===== src/csb_pkg.sv =====
package csb_pkg;

    // Bit positions inside the core status byte.
    localparam int CSB_BIT_IND  = 7;
    localparam int CSB_BIT_HI   = 6;
    localparam int CSB_BIT_LO   = 5;
    localparam int CSB_BIT_WEXP = 4;
    localparam int CSB_BIT_SLP  = 3;
    localparam int CSB_BIT_ZERO = 2;
    localparam int CSB_BIT_NIB  = 1;
    localparam int CSB_BIT_CRY  = 0;

    // Time-out and power-down read one after reset; the rest read zero.
    localparam logic [7:0] CSB_STATUS_RST = 8'h18;

    // Bits that an instruction or a bus write may change.
    localparam logic [7:0] CSB_WR_MASK  = 8'he7;
    localparam logic [7:0] CSB_ALU_MASK = 8'h07;

    // Width of the in-bank offset; a bank spans 128 bytes.
    localparam int CSB_OFS_W      = 7;
    localparam int CSB_BANK_BYTES = 128;

    // Avalon word indices of the registers.
    localparam logic [1:0] CSB_ADR_STATUS = 2'h0;
    localparam logic [1:0] CSB_ADR_SHADOW = 2'h1;
    localparam logic [1:0] CSB_ADR_ADDR   = 2'h2;

    typedef enum logic [2:0] {
        CSB_OP_NONE,
        CSB_OP_ADD,
        CSB_OP_SUB,
        CSB_OP_LOGIC,
        CSB_OP_ROTL,
        CSB_OP_ROTR
    } csb_alu_op_t;

endpackage


===== src/csb_flag_unit.sv =====
`timescale 1ns/10ps
module csb_flag_unit
    import csb_pkg::*;
(
    input  csb_alu_op_t       op,
    input  wire logic [7:0]   opa,
    input  wire logic [7:0]   opb,
    input  wire logic         carry_in,
    output logic      [7:0]   result,
    output logic      [2:0]   flags,
    output logic      [2:0]   affect
);

    logic [8:0] sum9;
    logic [4:0] nib5;

    // Subtraction is opa plus the complement of opb plus one, so both carries
    // come out high when no borrow occurs.
    assign sum9 = (op == CSB_OP_SUB) ? ({1'b0, opa} + {1'b0, ~opb} + 9'h001)
                                     : ({1'b0, opa} + {1'b0, opb});
    assign nib5 = (op == CSB_OP_SUB) ? ({1'b0, opa[3:0]} + {1'b0, ~opb[3:0]} + 5'h01)
                                     : ({1'b0, opa[3:0]} + {1'b0, opb[3:0]});

    always_comb
    begin
        result = opa;
        flags  = 3'h0;
        affect = 3'h0;
        case (op)
            CSB_OP_ADD, CSB_OP_SUB:
            begin
                result = sum9[7:0];
                flags  = {(sum9[7:0] == 8'h00), nib5[4], sum9[8]};
                affect = 3'h7;
            end
            CSB_OP_LOGIC:
            begin
                flags  = {(opa == 8'h00), 2'h0};
                affect = 3'h4;
            end
            CSB_OP_ROTL:
            begin
                result = {opa[6:0], carry_in};
                flags  = {2'h0, opa[7]};
                affect = 3'h1;
            end
            CSB_OP_ROTR:
            begin
                result = {carry_in, opa[7:1]};
                flags  = {2'h0, opa[0]};
                affect = 3'h1;
            end
            default:
            begin
                result = opa;
            end
        endcase
    end

endmodule // csb_flag_unit


===== src/csb_addr_former.sv =====
`timescale 1ns/10ps
module csb_addr_former
    import csb_pkg::*;
(
    input  wire logic                 core_clk,
    input  wire logic                 rst_n,
    input  wire logic [1:0]           direct_bank_field,
    input  wire logic                 indirect_bank_bit,
    input  wire logic [CSB_OFS_W-1:0] dir_offset,
    input  wire logic [7:0]           fsr_value,
    output logic      [8:0]           dir_addr_q,
    output logic      [8:0]           ind_addr_q
);

    logic [8:0] dir_addr_d;
    logic [8:0] ind_addr_d;

    // Bank bits sit straight above the in-bank offset.
    assign dir_addr_d = {direct_bank_field, dir_offset};
    assign ind_addr_d = {indirect_bank_bit, fsr_value};

    always_ff @(posedge core_clk or negedge rst_n)
    begin
        if (!rst_n)
        begin
            dir_addr_q <= 9'h000;
            ind_addr_q <= 9'h000;
        end
        else
        begin
            dir_addr_q <= dir_addr_d;
            ind_addr_q <= ind_addr_d;
        end
    end

endmodule // csb_addr_former


===== src/csb_status_top.sv =====
// Chosen here: the placing of the registers and the Avalon-MM interface to the registers.
`timescale 1ns/10ps
module csb_status_top
    import csb_pkg::*;
(
    input  wire logic                 core_clk,
    input  wire logic                 rst_n,
    input  wire logic [1:0]           avs_address,
    input  wire logic                 avs_read,
    input  wire logic                 avs_write,
    input  wire logic [31:0]          avs_writedata,
    input  wire logic [3:0]           avs_byteenable,
    output logic      [31:0]          avs_readdata,
    output logic                      avs_waitrequest,
    input  wire logic                 core_wr_en,
    input  wire logic [7:0]           core_wr_data,
    input  wire logic                 alu_valid,
    input  csb_alu_op_t               alu_op,
    input  wire logic [7:0]           alu_opa,
    input  wire logic [7:0]           alu_opb,
    input  wire logic                 watchdog_kick_op,
    input  wire logic                 sleep_op,
    input  wire logic                 watchdog_timer_expired,
    input  wire logic [CSB_OFS_W-1:0] dir_offset,
    input  wire logic [7:0]           fsr_value,
    output logic      [7:0]           core_status_q,
    output logic      [7:0]           alu_result_q,
    output logic      [8:0]           dir_addr_q,
    output logic      [8:0]           ind_addr_q
);

    logic [7:0]  status_d;
    logic [7:0]  result_d;
    logic [2:0]  shadow_flags_q;
    logic [2:0]  shadow_flags_d;
    logic        wait_q;
    logic        wait_d;
    logic [31:0] rdata_q;
    logic [31:0] rdata_d;

    wire         bus_req;
    wire         bus_start;
    wire         bus_done_wr;
    wire         bus_wr_status;
    wire         sw_wr;
    wire  [7:0]  sw_data;
    wire  [7:0]  alu_res_w;
    wire  [2:0]  alu_flags_w;
    wire  [2:0]  alu_affect_w;
    wire         flag_op;
    wire  [7:0]  sw_mask;
    wire  [7:0]  alu_mask;
    wire  [7:0]  after_sw;
    wire  [7:0]  after_alu;
    wire         expiry_n_d;
    wire         sleep_n_d;
    wire  [31:0] rd_mux;

    function automatic logic [31:0] csb_read_word(
        input logic [1:0]  adr,
        input logic [7:0]  st,
        input logic [7:0]  res,
        input logic [2:0]  flg,
        input logic [8:0]  dira,
        input logic [8:0]  inda
    );
        logic [31:0] w;
        w = 32'h0000_0000;
        case (adr)
            CSB_ADR_STATUS: w = {24'h00_0000, st};
            CSB_ADR_SHADOW: w = {21'h00_0000, flg, res};
            CSB_ADR_ADDR:   w = {7'h00, inda, 7'h00, dira};
            default:        w = 32'h0000_0000;
        endcase
        return w;
    endfunction

    // Bus slave: every access waits one cycle, then completes in the next.
    assign bus_req       = avs_read | avs_write;
    assign bus_start     = bus_req & wait_q;
    assign bus_done_wr   = avs_write & ~wait_q;
    assign bus_wr_status = bus_done_wr & avs_byteenable[0]
                         & (avs_address == CSB_ADR_STATUS);

    assign wait_d  = ~bus_start;
    assign rd_mux  = csb_read_word(avs_address, core_status_q, alu_result_q,
                                   shadow_flags_q, dir_addr_q, ind_addr_q);
    assign rdata_d = (avs_read & wait_q) ? rd_mux : rdata_q;

    always_ff @(posedge core_clk or negedge rst_n)
    begin
        if (!rst_n)
        begin
            wait_q  <= 1'b1;
            rdata_q <= 32'h0000_0000;
        end
        else
        begin
            wait_q  <= wait_d;
            rdata_q <= rdata_d;
        end
    end

    assign avs_waitrequest = wait_q;
    assign avs_readdata    = rdata_q;

    csb_flag_unit u_flag_unit (
        .op       (alu_valid ? alu_op : CSB_OP_NONE),
        .opa      (alu_opa),
        .opb      (alu_opb),
        .carry_in (core_status_q[CSB_BIT_CRY]),
        .result   (alu_res_w),
        .flags    (alu_flags_w),
        .affect   (alu_affect_w)
    );

    // The core port wins over the bus when both write in one cycle, since an
    // instruction cannot be stalled while a bus access can be retried.
    assign sw_wr   = core_wr_en | bus_wr_status;
    assign sw_data = core_wr_en ? core_wr_data : avs_writedata[7:0];
    assign flag_op = alu_valid & (|alu_affect_w);

    assign sw_mask = ~sw_wr   ? 8'h00
                   : flag_op  ? (CSB_WR_MASK & ~CSB_ALU_MASK)
                   :            CSB_WR_MASK;

    assign alu_mask = flag_op ? {5'h00, alu_affect_w} : 8'h00;

    assign after_sw  = (core_status_q & ~sw_mask) | (sw_data & sw_mask);
    assign after_alu = (after_sw & ~alu_mask) | ({5'h00, alu_flags_w} & alu_mask);

    // Expiry is the rarer and more telling event, so it outranks a kick
    // or a sleep that lands on the same edge.
    assign expiry_n_d = watchdog_timer_expired ? 1'b0
                      : (watchdog_kick_op | sleep_op) ? 1'b1
                      : core_status_q[CSB_BIT_WEXP];

    assign sleep_n_d = sleep_op ? 1'b0
                     : watchdog_kick_op ? 1'b1
                     : core_status_q[CSB_BIT_SLP];

    always_comb
    begin
        status_d                = after_alu;
        status_d[CSB_BIT_WEXP]  = expiry_n_d;
        status_d[CSB_BIT_SLP]   = sleep_n_d;
    end

    assign result_d       = flag_op ? alu_res_w : alu_result_q;
    assign shadow_flags_d = flag_op ? alu_flags_w : shadow_flags_q;

    always_ff @(posedge core_clk or negedge rst_n)
    begin
        if (!rst_n)
        begin
            core_status_q  <= CSB_STATUS_RST;
            alu_result_q   <= 8'h00;
            shadow_flags_q <= 3'h0;
        end
        else
        begin
            core_status_q  <= status_d;
            alu_result_q   <= result_d;
            shadow_flags_q <= shadow_flags_d;
        end
    end

    // The reserved bank bits are stored as written; firmware keeps them clear.
    csb_addr_former u_addr_former (
        .core_clk          (core_clk),
        .rst_n             (rst_n),
        .direct_bank_field (core_status_q[CSB_BIT_HI:CSB_BIT_LO]),
        .indirect_bank_bit (core_status_q[CSB_BIT_IND]),
        .dir_offset        (dir_offset),
        .fsr_value         (fsr_value),
        .dir_addr_q        (dir_addr_q),
        .ind_addr_q        (ind_addr_q)
    );

endmodule // csb_status_top


===== config.mk =====
export PLATFORM = sky130hd
export DESIGN_NAME = csb_status_top
export DESIGN_NICKNAME = d
export VERILOG_FILES = /design/src/csb_pkg.sv /design/src/csb_flag_unit.sv /design/src/csb_addr_former.sv /design/src/csb_status_top.sv
export SDC_FILE = /design/constraint.sdc
export NUM_CORES = 1
export LEC_CHECK = 0
export ABC_AREA = 1
export BUFFER_PORTS_ARGS = -buffer_cell sky130_fd_sc_hd__buf_2
export CAP_MARGIN = 20
export CORE_MARGIN = 8
export CORE_UTILIZATION = 48
export CTS_CLUSTER_SIZE = 16
export DETAILED_ROUTE_END_ITERATION = 7
export PLACE_DENSITY = 0.92
export SYNTH_ARGS = -nofsm -noshare
export SYNTH_HDL_FRONTEND = slang
export SYNTH_SLANG_ARGS = --single-unit

===== constraint.sdc =====
create_clock -name core_clk -period 1.6 [get_ports core_clk]
set_clock_uncertainty 0.15 [all_clocks]
set_input_delay 0.32 -clock core_clk [delete_from_list [all_inputs] [get_ports core_clk]]
set_output_delay 0.32 -clock core_clk [all_outputs]
set_load 0.03 [all_outputs]

### Word-level counts from Yosys, hierarchy flattened

Index checks and enable logic that the tools add are counted.

* register bits: 70
* latch bits: 0
* memory bits (writable): 0
* bits in read-only memories: 0
* output and inout bits: 67
* logic and storage cells: 66
* memories kept: 0

* add/subtract/negate cells: 6
* multiply operators: 0
* divide/modulo/power cells: 0
* order comparisons: 0
* equal/unequal tests: 7
* shifts and indexed selects: 0
* muxes and demuxes: 15
* bitwise operators: 21
* reduce and logical (&&, ||, !) cells: 8

Operator list (count)
* case mux 25 bit (3 select lines): 1
* AND 8 bit: 3
* case mux 8 bit (3 select lines): 1
* adder 8 x 8 -> 9 bit: 2
* logical NOT 8 bit: 2
* 2-to-1 mux 8 bit: 2
* NOT 8 bit: 2
* case mux 3 bit (4 select lines): 1
* adder 4 x 4 -> 5 bit: 2
* adder 9 x 1 -> 9 bit (second input constant): 1
* 2-to-1 mux 3 bit: 3
* 2-to-1 mux 9 bit: 1
* case mux 3 bit (3 select lines): 1
* NOT 3 -> 8 bit: 1
* OR 8 x 3 -> 8 bit: 1
* OR 8 bit: 1
* AND 1 bit: 6
* == test 3 x 2 -> 1 bit (second input constant): 2
* == test 3 bit (second input constant): 2
* adder 5 x 1 -> 5 bit (second input constant): 1
* 2-to-1 mux 5 bit: 1
* 2-to-1 mux 1 bit: 4
* NOT 4 bit: 1
* nonzero test 2 bit: 2
* other kinds (9): 13

### Depth between registers and ports, before layout

* word-level depth: 13
* mapped depth: 15
* depth with buffers taken out: 15

### By module

From an unflattened synthesis, not the netlist that was laid out.

* cells, all modules: 492
* area total of the unflattened synthesis: 3594.7 µm²

By module, submodules not included
* csb_status_top: instances 1, cells an instance 256, area an instance 2008.2 µm², seq. area each 1004.7 µm²
* csb_flag_unit: instances 1, cells an instance 218, area an instance 1136.1 µm², seq. area each 0.0 µm²
* csb_addr_former: instances 1, cells an instance 18, area an instance 450.4 µm², seq. area each 450.4 µm²

### Worst setup path before layout

No wires, ideal clock.

* path kind: input -> register
* from: input alu_opa[0]
* to: register with a tool-made name
* arrival time: 1.591 ns
* required time: 1.328 ns
* setup slack: -0.263 ns
* stages on the path: 12
* path buffers: 0
* path through: ha_1 fa_1 nand2_1 nand2_1 nand3_1 nand2_1 nand2_1 nand2_1 a21oi_1 nor2_1 nor2_1 nand2_1

RTL lines
* start, declared: line csb_status_top.sv:19 `input wire logic [7:0] alu_opa,`

==> reports/qor.yml <==
final_common_cell: "nand2_1"
cts_sinks: 58
peakVddDrop_v: 0.000390
synthMuxAreaShare_pct: 0
placementRows: 31
initial_core_util_pct: 48.4
ys_ff_latch: 58
hpwl_um: 7930
synthAdderAreaFrac_pct: 7.35
pwr-share-comb_pct: 35.3
synth-simple-area-share_pct: 31.3
first_iter_violations: 254
failed_checks: "negative setup slack"
fin_crit_ns: 1.71
syn_area_per_cell_um2: 7.61
first_pass_iters: 5
core_area_um2: 7100
grt_overflow_total: 0
status: "finished with violations"
finalSetupTns_ns: -0.336
die_y_um: 101
power_density_nw_per_um2: 915
syn_area_um2: 3440
synthXorXnorAreaFrac_pct: 0.509
via_count: 3723
async_reset_ff_share_pct: 100
r2r_cells: 6
swShare_pct: 37.0
cts_tree: "done"
numCtsBuffers: 9
cp_max_fo: 3
n_fill_cell: 541
drv_slew: 0
cp-end-kind: "flop"
wirelength_um: 10800
die_area_um2: 10100
htree_levels: 3
power_frac_clock_pct: 26.0
required_ns: 1.71
p_int_w: 0.00292
io_pins: 156
grt_max_degree: 27
grtUsageTotal_pct: 20.4
io_buffer_count: 112
synth_top_family_by_area: "simple AND/OR/NAND/NOR gates"
ys.flop_type: "dfrtp_1"
synth_edf_count: 0
clk_latency_ns: 0.32
cts_buffer_depth: 2
fin_util_pct: 71.2
dp_slack_ns: -0.521
path_class: "input pin to flop"
synth_warnings: 0
synth_compound_area_share_pct: 8.62
drive_gt1_share_pct: 39.8
p_leak_nw: 2.74
routabilityCongestion: 0.931
synth_cell_types: 39
area_growth_syn_to_layout_pct: 47.0
drc: 0
hold_viol: 0
timing.final.crit_share_pct: 107
syn_inst: 452
max_freq_mhz: 586
root_buffer: "clkbuf_8"
synth_seq_area_share_pct: 42.3
grt_antenna_before_repair: 0
clk_pin_slew_worst_paths_ns: 0.06
crit_path_start: "alu_opa[0]"
via_per_inst: 5.09
grt.busiest_layer: "met2"
antenna_cells: 0
die_w_um: 101
layout_common_cells: "nand2_1 (147), buf_2 (108), dfrtp_1 (55)"
routedWlPerCell_um: 14.8
seqPwrFrac_pct: 38.8
finalSetupViolCount: 6
start_kind: "input pin"
met3_usage_pct: 4.21
grt_use_met1_pct: 22.8
rrSetupSlack_ns: 0.14
antenna_left: 0
worstReg2RegStart: "avs_waitrequest$_DFF_PN1_"
fin_nets: 736
rsz0062_at_grt: "yes"
fin_ws_ns: -0.107
grt_pass1_wl_um: 16500
cp_data_arrival_time_ns: 1.82
maxCapViolCount: 0
power.switching_w: 0.00171
use_met2_pct: 35.7
first_global_vias: 3682
min_path_type: "input pin to flop"
-- power by group through the flow --
stage                     Combinational (W)  Clock, W  Sequential (W)
after global placement              0.00144         0         0.00180
after CTS                           0.00153   0.00123         0.00179
after global routing                0.00176   0.00129         0.00181
after floorplan                    0.000625         0         0.00211
after detailed placement            0.00147         0         0.00181
final                               0.00163   0.00120         0.00179
-- metrics by stage --
step	cell area (um2)	power (W)	std cells	hold slack (ns)
6_report	5050	0.00463	732	0.0238
5_1_grt	5050	0.00486	732	0.0245
4_1_cts	4900	0.00455	732	0.0100
3_5_place_dp	4480	0.00329	697	0.119
3_3_place_gp	4480	0.00324	697	0.123
2_1_floorplan	3580	0.00273	463	-0.126
-- logic make-up (layout without fill, tap and decap cells) --
logic type	Yosys count	in the layout
DFF	58	58
and+or+nand+nor	253	253
xor gates and xnor gates	2	2
AOI/OAI and AO/OA	48	48
other	1	12
buffers and inverters	71	241
adders and majority gates	19	19
-- synthesized netlist by cell type, types with 5 or more instances --
| cell | number | area (um2) |
|---|---|---|
| inv_1 | 35 | 131 |
| dfrtp_1 | 55 | 1380 |
| clkbuf_1 | 5 | 18.8 |
| nand3_1 | 41 | 205 |
| buf_4 | 16 | 120 |
| a22oi_1 | 6 | 45.0 |
| o21ai_0 | 12 | 60.1 |
| nand2_1 | 163 | 612 |
| ha_1 | 17 | 213 |
| nor2_1 | 29 | 109 |
| a21oi_1 | 11 | 55.1 |
| inv_2 | 11 | 41.3 |
-- critical path: stages --
cell     delay, ns
buf_12        0.12
inv_12        0.04
ha_4          0.11
inv_2         0.03
fa_2          0.40
nand3_2       0.09
nand2_4       0.07
nand2_4       0.07
nand2_2       0.05
nand2_1       0.08
nand2_1       0.05
nand2_1       0.05
nand2_1       0.06
nor2_1        0.10
nand2_1       0.08
nand3_1       0.09
-- layer usage --
metal | up-vias | routed length, um
met5 | - | 0
met4 | 0 | 252
met3 | 25 | 970
met2 | 187 | 5500
met1 | 1728 | 4100
li1 | 1783 | -
-- how the worst min path moves through the flow --
stage	depth (start not counted)	slack [ns]	startpoint	endpoint
final	2	0.02	avs_read	avs_waitrequest$_DFF_PN1_
after global routing	2	0.02	avs_read	avs_waitrequest$_DFF_PN1_
after CTS	2	0.01	avs_read	avs_waitrequest$_DFF_PN1_
after detailed placement	1	0.12	rst_n	avs_readdata[7]$_DFFE_PN0P_
after global placement	1	0.12	rst_n	avs_readdata[7]$_DFFE_PN0P_
after floorplan	0	-0.13	rst_n	asynchronous set/reset pin
-- area by class of cell --
type	count	area, um2	area share (%)
tap	99	124	2.45
timing repair buffer	177	1160	23.1
inverter	48	209	4.13
clock buffer	14	173	3.42
sequential	58	1460	28.8
multi-input combinational	334	1920	38.0
clock inverter	2	10.0	0.198
-- repair_timing --
action                                  4_1_cts  5_1_grt
gates resized for setup                      13       46
hold endpoints to repair                     28        0
pin swaps                                    11       23
gates cloned                                  0        0
setup buffers                                 1        0
hold buffers                                 18        0
endpoints found under the setup margin       11       16
Note: power is estimated with default switching activity, not from simulation.
